**src/inc/cid_pkg.sv**
```systemverilog
// Purpose: shared constants and types for the caller data interface
// Assumes: 50 MHz pclk, 1200 baud demodulated stream
// Notes: long counts are defaults for top-level parameters
package cid_pkg;
    // clock and line timing
    localparam int unsigned CLK_MHZ = 50;
    localparam int unsigned BAUD = 1200;
    localparam int unsigned BIT_CYC_DEF = CLK_MHZ * 1000000 / BAUD;
    localparam int unsigned HALF_CYC_DEF = BIT_CYC_DEF / 2;
    localparam int unsigned CARRIER_ON_US = 8000;
    localparam int unsigned CARRIER_OFF_US = 8000;
    localparam int unsigned CD_ON_CYC_DEF = CARRIER_ON_US * CLK_MHZ;
    localparam int unsigned CD_OFF_CYC_DEF = CARRIER_OFF_US * CLK_MHZ;
    localparam int unsigned CNT_W = 20;
    localparam int unsigned WORD_W = 9;
    // apb register map
    localparam logic [7:0] ADDR_CTRL = 8'h00;
    localparam logic [7:0] ADDR_STATUS = 8'h04;
    localparam logic [7:0] ADDR_WORD = 8'h08;
    // control field positions and reset value (power-down)
    localparam int unsigned CTRL_IFSEL = 0;
    localparam int unsigned CTRL_FSA = 1;
    localparam int unsigned CTRL_FSB = 2;
    localparam logic [2:0] CTRL_RST = 3'h1;
    // status field positions
    localparam int unsigned ST_CARRIER = 0;
    localparam int unsigned ST_EARLY = 1;
    localparam int unsigned ST_DELAYED = 2;
    localparam int unsigned ST_READY = 3;
    localparam int unsigned ST_PDOWN = 4;
    localparam int unsigned ST_TEST = 5;
    // synchronised pin positions
    localparam int unsigned PIN_DEMOD = 0;
    localparam int unsigned PIN_CARRIER = 1;
    localparam int unsigned PIN_TONE = 2;
    localparam int unsigned PIN_GUARD = 3;
    localparam int unsigned PIN_SHCLK = 4;
    localparam int unsigned PIN_W = 5;

    typedef enum logic [2:0] {
        FN_DEMOD,
        FN_HYB_TONE,
        FN_LINE_TONE,
        FN_POWER_DOWN,
        FN_TEST
    } cid_func_t;

    typedef struct packed {
        logic function_select_b;
        logic function_select_a;
        logic interface_select;
    } cid_ctrl_t;

    typedef struct packed {
        logic valid;
        logic [WORD_W-1:0] bits;
    } cid_word_t;
endpackage

```
**src/rtl/cid_bitrx.sv**
```systemverilog
// Purpose: frames the demodulated stream into start, 8 data and stop bits
// Assumes: rx already synchronised; enable gated by carrier
// Notes: bits sampled at nominal centre, lsb first
`timescale 1ns/1ps
`default_nettype none
module cid_bitrx
    import cid_pkg::*;
#(
    parameter int unsigned BIT_CYC = BIT_CYC_DEF,
    parameter int unsigned HALF_CYC = HALF_CYC_DEF
)
(
    // clock and reset
    input wire logic pclk,
    input wire logic presetn,
    // stream
    input wire logic enable,
    input wire logic rx,
    // results
    output logic mid_pulse,
    output cid_word_t word
);
    typedef enum logic [1:0] {RX_IDLE, RX_START, RX_DATA} cid_rx_t;

    cid_rx_t state_r, state_nxt;
    logic [CNT_W-1:0] cnt_r, cnt_nxt;
    logic [3:0] nbit_r, nbit_nxt;
    logic [WORD_W-1:0] sr_r, sr_nxt;
    cid_word_t word_r, word_nxt;
    logic mid_r, mid_nxt;

    always_comb
    begin
        state_nxt = state_r;
        cnt_nxt = cnt_r + 1'b1;
        nbit_nxt = nbit_r;
        sr_nxt = sr_r;
        word_nxt = '{valid: 1'b0, bits: word_r.bits};
        mid_nxt = 1'b0;
        case (state_r)
            RX_IDLE:
            begin
                cnt_nxt = '0;
                if (!rx)
                    state_nxt = RX_START;
            end
            RX_START:
            begin
                if (cnt_r == CNT_W'(HALF_CYC - 1))
                begin
                    // start bit is checked then dropped
                    cnt_nxt = '0;
                    nbit_nxt = '0;
                    state_nxt = rx ? RX_IDLE : RX_DATA;
                end
            end
            RX_DATA:
            begin
                if (cnt_r == CNT_W'(BIT_CYC - 1))
                begin
                    cnt_nxt = '0;
                    mid_nxt = 1'b1;
                    sr_nxt = {rx, sr_r[WORD_W-1:1]};
                    nbit_nxt = nbit_r + 1'b1;
                    if (nbit_r == 4'(WORD_W - 1))
                    begin
                        word_nxt = '{valid: 1'b1, bits: {rx, sr_r[WORD_W-1:1]}};
                        state_nxt = RX_IDLE;
                    end
                end
            end
            default:
                state_nxt = RX_IDLE;
        endcase
        if (!enable)
        begin
            state_nxt = RX_IDLE;
            word_nxt.valid = 1'b0;
            mid_nxt = 1'b0;
        end
    end

    always_ff @(posedge pclk or negedge presetn)
    begin
        if (!presetn)
        begin
            state_r <= RX_IDLE;
            cnt_r <= '0;
            nbit_r <= '0;
            sr_r <= '0;
            word_r <= '0;
            mid_r <= 1'b0;
        end
        else
        begin
            state_r <= state_nxt;
            cnt_r <= cnt_nxt;
            nbit_r <= nbit_nxt;
            sr_r <= sr_nxt;
            word_r <= word_nxt;
            mid_r <= mid_nxt;
        end
    end

    assign mid_pulse = mid_r;
    assign word = word_r;
endmodule
`default_nettype wire

```
**src/rtl/cid_fsk_if.sv**
```systemverilog
// Purpose: caller data interface: stream or 9-bit buffer, flags, function select
// Assumes: analog front end delivers demod, carrier, tone and guard levels
// Notes: control pins live in an apb register
//
// Contract
// - mark frequency outputs logic one, space outputs logic zero
// - mode 0 puts the raw demodulated stream directly on data out
// - mode 1 drops start bit, stores eight data bits and stop bit
// - ninth shift clock presents the stored stop bit for framing check
// - ready output pulses low half a bit at each word end
// - mode 1 shift clock rising edge during ready low returns ready high
// - in tone functions the shared output is the delayed tone flag
// - early tone flag follows raw tone detection without time qualification
// - guard node above threshold asserts delayed flag, below releases it
// - carrier output low while carrier present, with dropout hysteresis
// - demodulated data suppressed until carrier indication is active
// - two function selects choose demod, line tone or hybrid tone
// - interface select high with both function selects low powers down
// - mode 0 drives shift clock marking each bit centre; here data and stop bits only, not the start bit
// - mode 1 shift clock pin is an input shifting buffered bits
// - 11 demod, 10 hybrid tone, 01 line tone
// - all three controls low is a factory test state
`timescale 1ns/1ps
`default_nettype none
module cid_fsk_if
    import cid_pkg::*;
#(
    parameter int unsigned BIT_CYC = BIT_CYC_DEF,
    parameter int unsigned HALF_CYC = HALF_CYC_DEF,
    parameter int unsigned CD_ON_CYC = CD_ON_CYC_DEF,
    parameter int unsigned CD_OFF_CYC = CD_OFF_CYC_DEF
)
(
    // clock and reset
    input wire logic pclk,
    input wire logic presetn,
    // apb slave
    input wire logic psel,
    input wire logic penable,
    input wire logic pwrite,
    input wire logic [7:0] paddr,
    input wire logic [31:0] pwdata,
    output logic [31:0] prdata,
    output logic pready,
    output logic pslverr,
    // front end levels
    input wire logic demod_bit,
    input wire logic carrier_raw,
    input wire logic tone_raw,
    input wire logic guard_threshold,
    // host pins
    input wire logic bit_shift_clock_i,
    output logic bit_shift_clock_o,
    output logic bit_shift_clock_oe_n,
    output logic data_out,
    output logic ready_or_tone_flag_n,
    output logic early_tone_flag,
    output logic carrier_present_n,
    // front end control
    output logic hybrid_amp_select,
    output logic power_down,
    output logic test_mode
);
    cid_ctrl_t ctrl_r, ctrl_nxt;
    logic [31:0] prdata_r, prdata_nxt;
    logic [PIN_W-1:0] pins_s;
    cid_func_t func;
    logic mode1, demod_act, tone_act;
    logic mid_pulse;
    cid_word_t word;
    logic shift_ev, mapped;
    logic carrier_r, carrier_nxt;
    logic [CNT_W-1:0] cd_cnt_r, cd_cnt_nxt;
    logic [CNT_W-1:0] ck_cnt_r, ck_cnt_nxt;
    logic clk_out_r, clk_out_nxt;
    logic [CNT_W-1:0] dr_cnt_r, dr_cnt_nxt;
    logic dr_n_r, dr_n_nxt;
    logic [WORD_W-1:0] buf_r, buf_nxt;
    logic data_r, data_nxt;
    logic shclk_prev_r, shclk_prev_nxt;
    logic early_r, early_nxt;
    logic delayed_n_r, delayed_n_nxt;
    logic flag_n_r, flag_n_nxt;

    cid_sync #(.WIDTH(PIN_W)) u_sync (
        .pclk(pclk),
        .presetn(presetn),
        .pin_in({bit_shift_clock_i, guard_threshold, tone_raw, carrier_raw, demod_bit}),
        .pin_sync(pins_s)
    );

    // function decode
    always_comb
    begin
        case ({ctrl_r.function_select_a, ctrl_r.function_select_b})
            2'b11: func = FN_DEMOD;
            2'b10: func = FN_HYB_TONE;
            2'b01: func = FN_LINE_TONE;
            default: func = ctrl_r.interface_select ? FN_POWER_DOWN : FN_TEST;
        endcase
    end

    assign mode1 = ctrl_r.interface_select;
    assign demod_act = (func == FN_DEMOD);
    assign tone_act = (func == FN_HYB_TONE) || (func == FN_LINE_TONE);
    assign shift_ev = demod_act && mode1 && pins_s[PIN_SHCLK] && !shclk_prev_r;
    assign mapped = (paddr == ADDR_CTRL) || (paddr == ADDR_STATUS) || (paddr == ADDR_WORD);

    cid_bitrx #(.BIT_CYC(BIT_CYC), .HALF_CYC(HALF_CYC)) u_rx (
        .pclk(pclk),
        .presetn(presetn),
        .enable(demod_act && carrier_r),
        .rx(pins_s[PIN_DEMOD]),
        .mid_pulse(mid_pulse),
        .word(word)
    );

    // apb registers
    always_comb
    begin
        ctrl_nxt = ctrl_r;
        prdata_nxt = prdata_r;
        if (psel && penable && pwrite && paddr == ADDR_CTRL)
            ctrl_nxt = cid_ctrl_t'(pwdata[2:0]);
        if (psel && !penable && !pwrite)
        begin
            case (paddr)
                ADDR_CTRL: prdata_nxt = {29'h0, ctrl_r};
                ADDR_STATUS:
                begin
                    prdata_nxt = 32'h0;
                    prdata_nxt[ST_CARRIER] = carrier_r;
                    prdata_nxt[ST_EARLY] = early_r;
                    prdata_nxt[ST_DELAYED] = !delayed_n_r;
                    prdata_nxt[ST_READY] = !dr_n_r;
                    prdata_nxt[ST_PDOWN] = (func == FN_POWER_DOWN);
                    prdata_nxt[ST_TEST] = (func == FN_TEST);
                end
                ADDR_WORD: prdata_nxt = {23'h0, buf_r};
                default: prdata_nxt = 32'h0;
            endcase
        end
    end

    // carrier qualification with hysteresis
    always_comb
    begin
        carrier_nxt = carrier_r;
        cd_cnt_nxt = '0;
        if (!demod_act)
            carrier_nxt = 1'b0;
        else if (pins_s[PIN_CARRIER] != carrier_r)
        begin
            cd_cnt_nxt = cd_cnt_r + 1'b1;
            if (carrier_r ? (cd_cnt_r == CNT_W'(CD_OFF_CYC - 1))
                          : (cd_cnt_r == CNT_W'(CD_ON_CYC - 1)))
            begin
                carrier_nxt = !carrier_r;
                cd_cnt_nxt = '0;
            end
        end
    end

    // mode 0 bit-centre clock
    always_comb
    begin
        clk_out_nxt = clk_out_r;
        ck_cnt_nxt = ck_cnt_r;
        if (mid_pulse && !mode1)
        begin
            clk_out_nxt = 1'b1;
            ck_cnt_nxt = '0;
        end
        else if (clk_out_r)
        begin
            ck_cnt_nxt = ck_cnt_r + 1'b1;
            if (ck_cnt_r == CNT_W'(HALF_CYC - 1))
                clk_out_nxt = 1'b0;
        end
    end

    // word ready pulse
    always_comb
    begin
        dr_n_nxt = dr_n_r;
        dr_cnt_nxt = dr_cnt_r;
        if (!demod_act)
            dr_n_nxt = 1'b1;
        else if (word.valid)
        begin
            dr_n_nxt = 1'b0;
            dr_cnt_nxt = '0;
        end
        else if (!dr_n_r)
        begin
            dr_cnt_nxt = dr_cnt_r + 1'b1;
            if (dr_cnt_r == CNT_W'(HALF_CYC - 1) || shift_ev)
                dr_n_nxt = 1'b1;
        end
    end

    // data path: stream or nine-bit buffer
    always_comb
    begin
        buf_nxt = buf_r;
        data_nxt = data_r;
        shclk_prev_nxt = pins_s[PIN_SHCLK];
        if (!demod_act)
            data_nxt = 1'b1;
        else if (!mode1)
            data_nxt = carrier_r ? pins_s[PIN_DEMOD] : 1'b1;
        else if (shift_ev)
        begin
            data_nxt = buf_r[0];
            buf_nxt = {1'b1, buf_r[WORD_W-1:1]};
        end
        if (demod_act && mode1 && word.valid)
            buf_nxt = word.bits;
    end

    // tone flags and shared output
    always_comb
    begin
        early_nxt = tone_act && pins_s[PIN_TONE];
        delayed_n_nxt = !(tone_act && pins_s[PIN_GUARD]);
        flag_n_nxt = demod_act ? dr_n_nxt : delayed_n_nxt;
    end

    always_ff @(posedge pclk or negedge presetn)
    begin
        if (!presetn)
        begin
            ctrl_r <= cid_ctrl_t'(CTRL_RST);
            prdata_r <= 32'h0;
            carrier_r <= 1'b0;
            cd_cnt_r <= '0;
            clk_out_r <= 1'b0;
            ck_cnt_r <= '0;
            dr_n_r <= 1'b1;
            dr_cnt_r <= '0;
            buf_r <= '1;
            data_r <= 1'b1;
            shclk_prev_r <= 1'b0;
            early_r <= 1'b0;
            delayed_n_r <= 1'b1;
            flag_n_r <= 1'b1;
        end
        else
        begin
            ctrl_r <= ctrl_nxt;
            prdata_r <= prdata_nxt;
            carrier_r <= carrier_nxt;
            cd_cnt_r <= cd_cnt_nxt;
            clk_out_r <= clk_out_nxt;
            ck_cnt_r <= ck_cnt_nxt;
            dr_n_r <= dr_n_nxt;
            dr_cnt_r <= dr_cnt_nxt;
            buf_r <= buf_nxt;
            data_r <= data_nxt;
            shclk_prev_r <= shclk_prev_nxt;
            early_r <= early_nxt;
            delayed_n_r <= delayed_n_nxt;
            flag_n_r <= flag_n_nxt;
        end
    end

    assign prdata = prdata_r;
    assign pready = 1'b1;
    assign pslverr = psel && penable && !mapped;
    assign bit_shift_clock_o = clk_out_r;
    assign bit_shift_clock_oe_n = !(demod_act && !mode1);
    assign data_out = data_r;
    assign ready_or_tone_flag_n = flag_n_r;
    assign early_tone_flag = early_r;
    assign carrier_present_n = !carrier_r;
    assign hybrid_amp_select = (func == FN_HYB_TONE);
    assign power_down = (func == FN_POWER_DOWN);
    assign test_mode = (func == FN_TEST);

    a_stream_data: assert property (@(posedge pclk) disable iff (!presetn)
        (demod_act && !mode1 && carrier_r && $stable(ctrl_r))
        |=> data_out == $past(pins_s[PIN_DEMOD]))
        else $error("stream data does not follow demodulator");
    a_gate_data: assert property (@(posedge pclk) disable iff (!presetn)
        (demod_act && !mode1 && !carrier_r) |=> data_out)
        else $error("data leaked without carrier");
    a_buffer_load: assert property (@(posedge pclk) disable iff (!presetn)
        (demod_act && mode1 && word.valid) |=> buf_r == $past(word.bits))
        else $error("buffer not loaded with new word");
    a_shift_lsb: assert property (@(posedge pclk) disable iff (!presetn)
        (shift_ev && !word.valid) |=> (data_out == $past(buf_r[0]))
        && (buf_r[WORD_W-2:0] == $past(buf_r[WORD_W-1:1])))
        else $error("shift did not advance one bit lsb first");
    a_ready_pulse: assert property (@(posedge pclk) disable iff (!presetn)
        (demod_act && !mode1 && word.valid && $stable(ctrl_r))
        |=> !ready_or_tone_flag_n [*2])
        else $error("ready pulse missing or too short");
    a_ready_clear: assert property (@(posedge pclk) disable iff (!presetn)
        (shift_ev && !dr_n_r && !word.valid) |=> dr_n_r ##1 ready_or_tone_flag_n)
        else $error("shift clock did not clear ready");
    a_early_tone: assert property (@(posedge pclk) disable iff (!presetn)
        (tone_act && pins_s[PIN_TONE]) |=> early_tone_flag)
        else $error("early tone flag missing");
    a_guard_tone: assert property (@(posedge pclk) disable iff (!presetn)
        (tone_act && $stable(ctrl_r)) |=> ready_or_tone_flag_n == !$past(pins_s[PIN_GUARD]))
        else $error("delayed tone flag does not follow guard");
    a_carrier_hold: assert property (@(posedge pclk) disable iff (!presetn)
        (demod_act && carrier_r && !pins_s[PIN_CARRIER] && cd_cnt_r == '0)
        |=> !carrier_present_n)
        else $error("carrier released on first dropout cycle");
    a_power_quiet: assert property (@(posedge pclk) disable iff (!presetn)
        (power_down && $past(power_down))
        |-> (!early_tone_flag && ready_or_tone_flag_n && carrier_present_n))
        else $error("activity during power down");
    a_mid_clock: assert property (@(posedge pclk) disable iff (!presetn)
        (mid_pulse && demod_act && !mode1) |=> bit_shift_clock_o && !bit_shift_clock_oe_n)
        else $error("bit centre clock not driven");
endmodule
`default_nettype wire

```
**src/rtl/cid_sync.sv**
```systemverilog
// Purpose: two-flop synchroniser for a group of pins
// Assumes: inputs are slow compared with pclk
// Notes: first stage is read only by the second
`timescale 1ns/1ps
`default_nettype none
module cid_sync
    import cid_pkg::*;
#(
    parameter int unsigned WIDTH = PIN_W
)
(
    // clock and reset
    input wire logic pclk,
    input wire logic presetn,
    // pins
    input wire logic [WIDTH-1:0] pin_in,
    output logic [WIDTH-1:0] pin_sync
);
    logic [WIDTH-1:0] meta_r;
    logic [WIDTH-1:0] sync_r;

    genvar i;
    generate
        for (i = 0; i < WIDTH; i++)
        begin : g_bit
            always_ff @(posedge pclk or negedge presetn)
            begin
                if (!presetn)
                begin
                    meta_r[i] <= 1'b0;
                    sync_r[i] <= 1'b0;
                end
                else
                begin
                    meta_r[i] <= pin_in[i];
                    sync_r[i] <= meta_r[i];
                end
            end
        end
    endgenerate

    assign pin_sync = sync_r;
endmodule
`default_nettype wire
```
**config.mk**
```make
export PLATFORM = sky130hd
export DESIGN_NAME = cid_fsk_if
export DESIGN_NICKNAME = d
export VERILOG_FILES = /design/src/inc/cid_pkg.sv /design/src/rtl/cid_bitrx.sv /design/src/rtl/cid_fsk_if.sv /design/src/rtl/cid_sync.sv
export SDC_FILE = /design/constraint.sdc
export NUM_CORES = 1
export LEC_CHECK = 0
export CAP_MARGIN = 20
export CORE_UTILIZATION = 50
export DETAILED_ROUTE_END_ITERATION = 16
export DONT_BUFFER_PORTS = 1
export PLACE_DENSITY = 0.7
export SLEW_MARGIN = 40
export SYNTH_ARGS = -nofsm -noshare
export SYNTH_HDL_FRONTEND = slang
export SYNTH_SLANG_ARGS = --single-unit
```
**constraint.sdc**
```tcl
create_clock -name pclk -period 2 [get_ports pclk]
set_input_delay 0.4 -clock pclk [delete_from_list [all_inputs] [get_ports pclk]]
set_output_delay 0.4 -clock pclk [all_outputs]
set_load 0.1 [all_outputs]
```
; Word level (Yosys, flattened, before mapping)
; Cells that the tools add are included.
[totals]
reg_bits = 168
in_bits = 50
output_inout_bits = 43
elab_cells = 159
[op_classes]
addsub = 5
eq_ne = 28
muxes = 49
reduce_logical = 44
[ops]
columns = operator, n
row1 = two-way mux 20 bit, 9
row2 = "adder 20 x 1 -> 20 bit, second input constant", 4
row3 = "== test 20 x 15 -> 1 bit, second input constant", 3
row4 = case mux 20 bit (3 select lines), 1
row5 = two-way mux 9 bit, 4
row6 = two-way mux 10 bit, 3
row7 = case mux 9 bit (3 select lines), 1
row8 = "== test 20 x 16 -> 1 bit, second input constant", 1
row9 = "== test 20 x 19 -> 1 bit, second input constant", 1
row10 = two-way mux 1 bit, 19
row11 = logical AND 1 bit, 15
row12 = two-way mux 2 bit, 6
row13 = "!= test 3 bit, second input constant", 4
row14 = logical NOT 1 bit, 10
row15 = "!= test 2 x 1 -> 1 bit, second input constant", 5
row16 = nonzero test 2 bit, 5
row17 = case mux 3 bit (3 select lines), 1
row18 = AND reduction 3 bit, 3
row19 = "== test 8 x 3 -> 1 bit, second input constant", 1
row20 = "== test 8 x 4 -> 1 bit, second input constant", 1
row21 = logical NOT 8 bit, 1
row22 = two-way mux 4 bit, 2
row23 = case mux 4 bit (2 select lines), 1
row24 = "== test 2 bit, second input constant", 3
row25 = other kinds (15), 22

; Depth between registers and ports, before layout
[depth]
word_depth = 12
depth_mapped = 8
depth_no_buf = 7

; Hierarchy
; Synthesis repeated with hierarchy kept, for this count alone.
[unflattened]
cells_unflattened = 721
hier_area_um2 = 7148.1
[modules_own_cells]
columns = mod, instances, cells_per_inst, area_per_inst_um2, seq_area_each_um2
row1 = cid_fsk_if, 1, 505, 4783.3, 2244.7
row2 = cid_bitrx, 1, 206, 2114.5, 1126.1
row3 = cid_sync, 1, 10, 250.2, 250.2

; Worst setup path after synthesis
; No wires, ideal clock.
[synth_timing]
path_kind = register -> register
from = register ctrl_r[1] (netlist name)
to = register prdata_r[4], in the netlist prdata[4]
setup_ps = 91
arrival_ps = 3354
t_required_ps = 1909
slack_ps = -1445
stages_incl_launch_ff = 6
path_buffers = 0
period_less_slack_ps = 3445
path_cell_list = dfrtp_1 -> inv_1 -> ha_1 -> o21ai_0 -> a22oi_1 -> o21ai_0
[synth_between]
elab_chain_len = 4
word_cells_on_any_way = 6
cone_classes = 4 x eq/ne / 2 x mux
[synth_rtl]
columns = item, line_no
row1 = start: declaration, cid_fsk_if.sv:64  ; cid_ctrl_t ctrl_r, ctrl_nxt;
row2 = start signal: assignment, cid_fsk_if.sv:233  ; ctrl_r <= cid_ctrl_t'(CTRL_RST);
row3 = start signal: assignment, cid_fsk_if.sv:250  ; ctrl_r <= ctrl_nxt;
row4 = == test 2 x 1 -> 1 bit or == test 2 bit (tied branches), cid_fsk_if.sv:95  ; case ({ctrl_r.function_select_a, ctrl_r.function_select_b})
row5 = case mux 3 bit (3 select lines) *, cid_fsk_if.sv:95
row6 = == test 3 x 2 -> 1 bit *, -
row7 = via power_down, cid_fsk_if.sv:61  ; output logic power_down,
row8 = case mux 9 bit (3 select lines) *, cid_fsk_if.sv:127  ; case (paddr)
row9 = end signal: assignment, cid_fsk_if.sv:251  ; prdata_r <= prdata_nxt;
row10 = end: declaration, cid_fsk_if.sv:65  ; logic [31:0] prdata_r, prdata_nxt;
; The timed path passes the listed nets; every way through them passes the cells marked *.
; A chain may end at the register's enable or synchronous reset.

; Worst setup path in the final report
[layout_timing]
from = register u_rx.cnt_r[11]
to = register u_rx.nbit_r[2]
[layout_between]
elab_chain_len = 3
word_cells_on_any_way = 5
cone_classes = 4 x eq/ne / 1 x reduce/logical
[layout_rtl]
columns = item, line_no
row1 = start: declaration, cid_bitrx.sv:26  ; logic [CNT_W-1:0] cnt_r, cnt_nxt;
row2 = start signal: assignment, cid_bitrx.sv:97  ; cnt_r <= cnt_nxt;
row3 = == test 20 x 16 -> 1 bit or == test 20 x 15 -> 1 bit (tied branches), "cid_bitrx.sv:59, cid_bitrx.sv:49"
row4 = != test 2 x 1 -> 1 bit (no source line), -
row5 = AND reduction 3 bit (no source line) *, -
row6 = end signal: assignment, cid_bitrx.sv:98  ; nbit_r <= nbit_nxt;
row7 = end: declaration, cid_bitrx.sv:27  ; logic [3:0] nbit_r, nbit_nxt;
; Every way passes the cells marked *; elsewhere a longest branch is shown, timed or not.

==> impl_metrics.tcl <==
set metrics [dict create \
    coreArea_um2 13900 \
    maxCapViolations 0 \
    fin_util_pct 62.1 \
    hold_ws_ns -0.334 \
    relSlewSlack_pct 63.7 \
    skew_ns 0.00796 \
    route.detailed.drc 0 \
    clock_sink_count 144 \
    grt_max_degree 145 \
    dr.pass1.iters 4 \
    crit_required_ns 2.31 \
    gr-usage-met3_pct 6.18 \
    path_clk_slew_ns 0.06 \
    grt.overflow.total 0 \
    violations "negative hold slack, negative setup slack" \
    hp-class "in -> async" \
    p_leak_uw 0.00399 \
    synth-compound-area-share_pct 5.10 \
    place_area_um2 7640 \
    clockBufferDepth 2 \
    detailed_place_hpwl_um 9930 \
    drt-initial-drc-count 367 \
    place.gp.congestion 0.788 \
    muxShareOfSynthArea_pct 2.99 \
    drt-total-wl_um 15600 \
    r2r_start "u_rx.cnt_r[11]" \
    syn_to_final_growth_pct 20.8 \
    top_level_ports 93 \
    ys_seq_elements 144 \
    syn-cell-area_um2 7170 \
    power_density_nw_per_um2 812 \
    reg2regPathDepth 6 \
    ir_drop_uv 631 \
    ys_warn_count 0 \
    dieHeight_um 122 \
    crit_arrival_ns 2.34 \
    synth_top_family_by_area "simple AND/OR/NAND/NOR gates" \
    htreeDepth 4 \
    dieArea_um2 14800 \
    top_usage_layer "met2" \
    synth_cells 722 \
    viasPerCell 5.43 \
    cts_hold_buf 5 \
    cts_buffers 17 \
    r2r_end "u_rx.nbit_r[2]" \
    setup_viol 22 \
    fin_crit_sh_pct 102 \
    ys_seq_area_share_pct 50.5 \
    drv_slew 0 \
    ys.flop_type "dfrtp_1" \
    finalNetCount 858 \
    worst_setup_path_end_kind "flip-flop" \
    crit_type "reg -> reg" \
    p_total_uw 7030 \
    synth-edff-count 0 \
    finalHoldViolCount 136 \
    synth_fa_ha_area_share_pct 3.49 \
    outcome "finished with violations" \
    met2_usage_pct 36.9 \
    finalCriticalPeriod_ns 2.04 \
    vias 5330 \
    synth-simple-area-share_pct 24.2 \
    fin_tns_setup_ns -0.252 \
    rsz0062_at_grt "true" \
    setup_ws_ns -0.0384 \
    grt_pass1_vias 5374 \
    grt_use_met1_pct 27.1 \
    start_util_pct 51.4 \
    r2r_slack_ns -0.04 \
    antenna_left 0 \
    path_max_fanout 7 \
    avgRoutedWirePerCell_um 15.9 \
    max_clock_freq_ghz 0.491 \
    grt_pass1_wl_um 25200 \
    async_flop_share_pct 100 \
    synth_xor_area_share_pct 8.31 \
    clock_latency_ns 0.43 \
    chipWidth_um 122 \
    yosysUniqueCellTypes 58 \
    crit_path_start_kind "flip-flop" \
    cts_tree "built" \
    portBuffers 0 \
    fin_area_um2 8660 \
    root_buffer "clkbuf_16" \
    worst_pin_slew_ns 0.544 \
    rows 43 \
    antenna_found_initial 1 \
    synth_area_per_cell_um2 9.92 \
    drive_gt1_share_pct 20.3 \
    track_usage_pct 22.0 \
]
==> power breakdown <==
part	internal [uW]	switching, uW
clock network	1960	1190
registers	3060	176
logic	202	436
==> metrics by stage <==
step / instances / setup WS [ns]
2_1_floorplan: 744 / -0.0966
3_3_place_gp: 927 / -0.0584
3_5_place_dp: 927 / -0.0908
4_1_cts: 973 / -0.00353
5_1_grt: 981 / -0.134
6_report: 982 / -0.0384
==> worst max path at each step <==
stage                           endpoint  slack (ns)      startpoint  cells after the start
final                     u_rx.nbit_r[2]       -0.04  u_rx.cnt_r[11]                      6
after global routing      u_rx.cnt_r[16]       -0.13   u_rx.cnt_r[1]                      9
after CTS                     power_down      -0.004       ctrl_r[1]                      5
after detailed placement    u_rx.word[5]       -0.09   u_rx.cnt_r[1]                      7
after global placement      u_rx.word[7]       -0.06   u_rx.cnt_r[1]                      7
after floorplan             u_rx.word[0]        -0.1   u_rx.cnt_r[1]                      8
==> sequential cells by signal, summed over array words and instances, names as in the netlist <==
signal                flops
bit_shift_clock_o         1
buf_r                     9
carrier_r                 1
cd_cnt_r                 20
ck_cnt_r                 20
ctrl_r                    2
data_out                  1
delayed_n_r               1
dr_cnt_r                 20
dr_n_r                    1
early_tone_flag           1
mode1                     1
prdata                    9
ready_or_tone_flag_n      1
shclk_prev_r              1
u_rx.cnt_r               20
u_rx.mid_pulse            1
u_rx.nbit_r               4
u_rx.sr_r                 8
u_rx.state_r              2
u_rx.word                10
u_sync.meta_r             5
u_sync.pin_sync           5
==> critical path: stages (launching register included) <==
cell	delay [ns]
dfrtp_1	0.40
nor4_4	0.40
nand3_4	0.13
buf_6	0.17
o41ai_4	0.44
nor2b_1	0.11
a311o_1	0.28
==> placed cells by master (no fill, tap or decap), types with 8 or more instances in the layout <==
cell / count
ha_1: 14
conb_1: 24
o22ai_1: 8
xnor2_1: 26
a21oi_1: 10
dfrtp_1: 127
nand2_1: 78
nor3_1: 15
inv_1: 20
clkbuf_16: 18
xor2_1: 42
nand3_1: 28
buf_4: 56
nand4_1: 26
and4_1: 13
nor2_1: 102
dfstp_2: 14
nor4_1: 9
and3_1: 15
mux2i_1: 9
o21ai_0: 16
==> logic make-up after synthesis <==
| family | count (synthesis) |
|---|---|
| simple gates | 341 |
| flops | 144 |
| buf+inv | 72 |
| xor+xnor | 68 |
| compound gates | 55 |
| fa+ha+maj | 20 |
| mux | 20 |
| other cells | 2 |
==> synthesized netlist by cell type, types with 2 or more instances <==
cell,n,area share [%]
dfrtp_1,130,45
nor2_1,107,5.6
nand2_1,80,4.2
xor2_1,42,5.1
nand3_1,28,2.0
buf_4,26,2.7
nand4_1,26,2.3
xnor2_1,26,3.2
inv_1,23,1.2
ha_1,20,3.5
clkbuf_1,19,1.0
o21ai_0,19,1.3
and3_1,15,1.3
nor3_1,15,1.0
dfstp_2,14,5.1
and4_1,13,1.6
mux2_2,11,1.7
a21oi_1,10,0.70
mux2i_1,9,1.3
nor4_1,9,0.79
o22ai_1,8,0.70
nor2b_1,7,0.61
or3_1,7,0.61
and2_1,6,0.52
nand2b_1,4,0.35
nand3b_1,4,0.42
nand4b_1,4,0.49
o31ai_1,4,0.42
a22oi_1,3,0.31
buf_2,3,0.21
conb_1,2,0.10
nor3b_1,2,0.21
==> area by class of cell <==
class                           instances  area [um^2]
Antenna cell                            1         2.50
Clock buffer                           23          488
Clock inverter                          9          106
Fill cell                            1091         5280
Inverter                               23         91.3
Multi-Input combinational cell        529         3460
Sequential cell                       144         3620
Tap cell                              180          225
Timing Repair Buffer                   73          663
==> layer usage <==
layer	vias up	part of all wire, %
li1	2554	-
met1	2639	43
met2	107	50
met3	30	4.7
met4	0	2.3
met5	-	0
==> timing repair <==
action	in CTS	in global routing
pin swaps	3	12
setup endpoints to repair	15	37
cloned	1	2
endpoints found under the hold margin	149	144
buffers inserted	8	6
resized for setup	29	24
No activity file was read; power rests on OpenSTA's default activity.
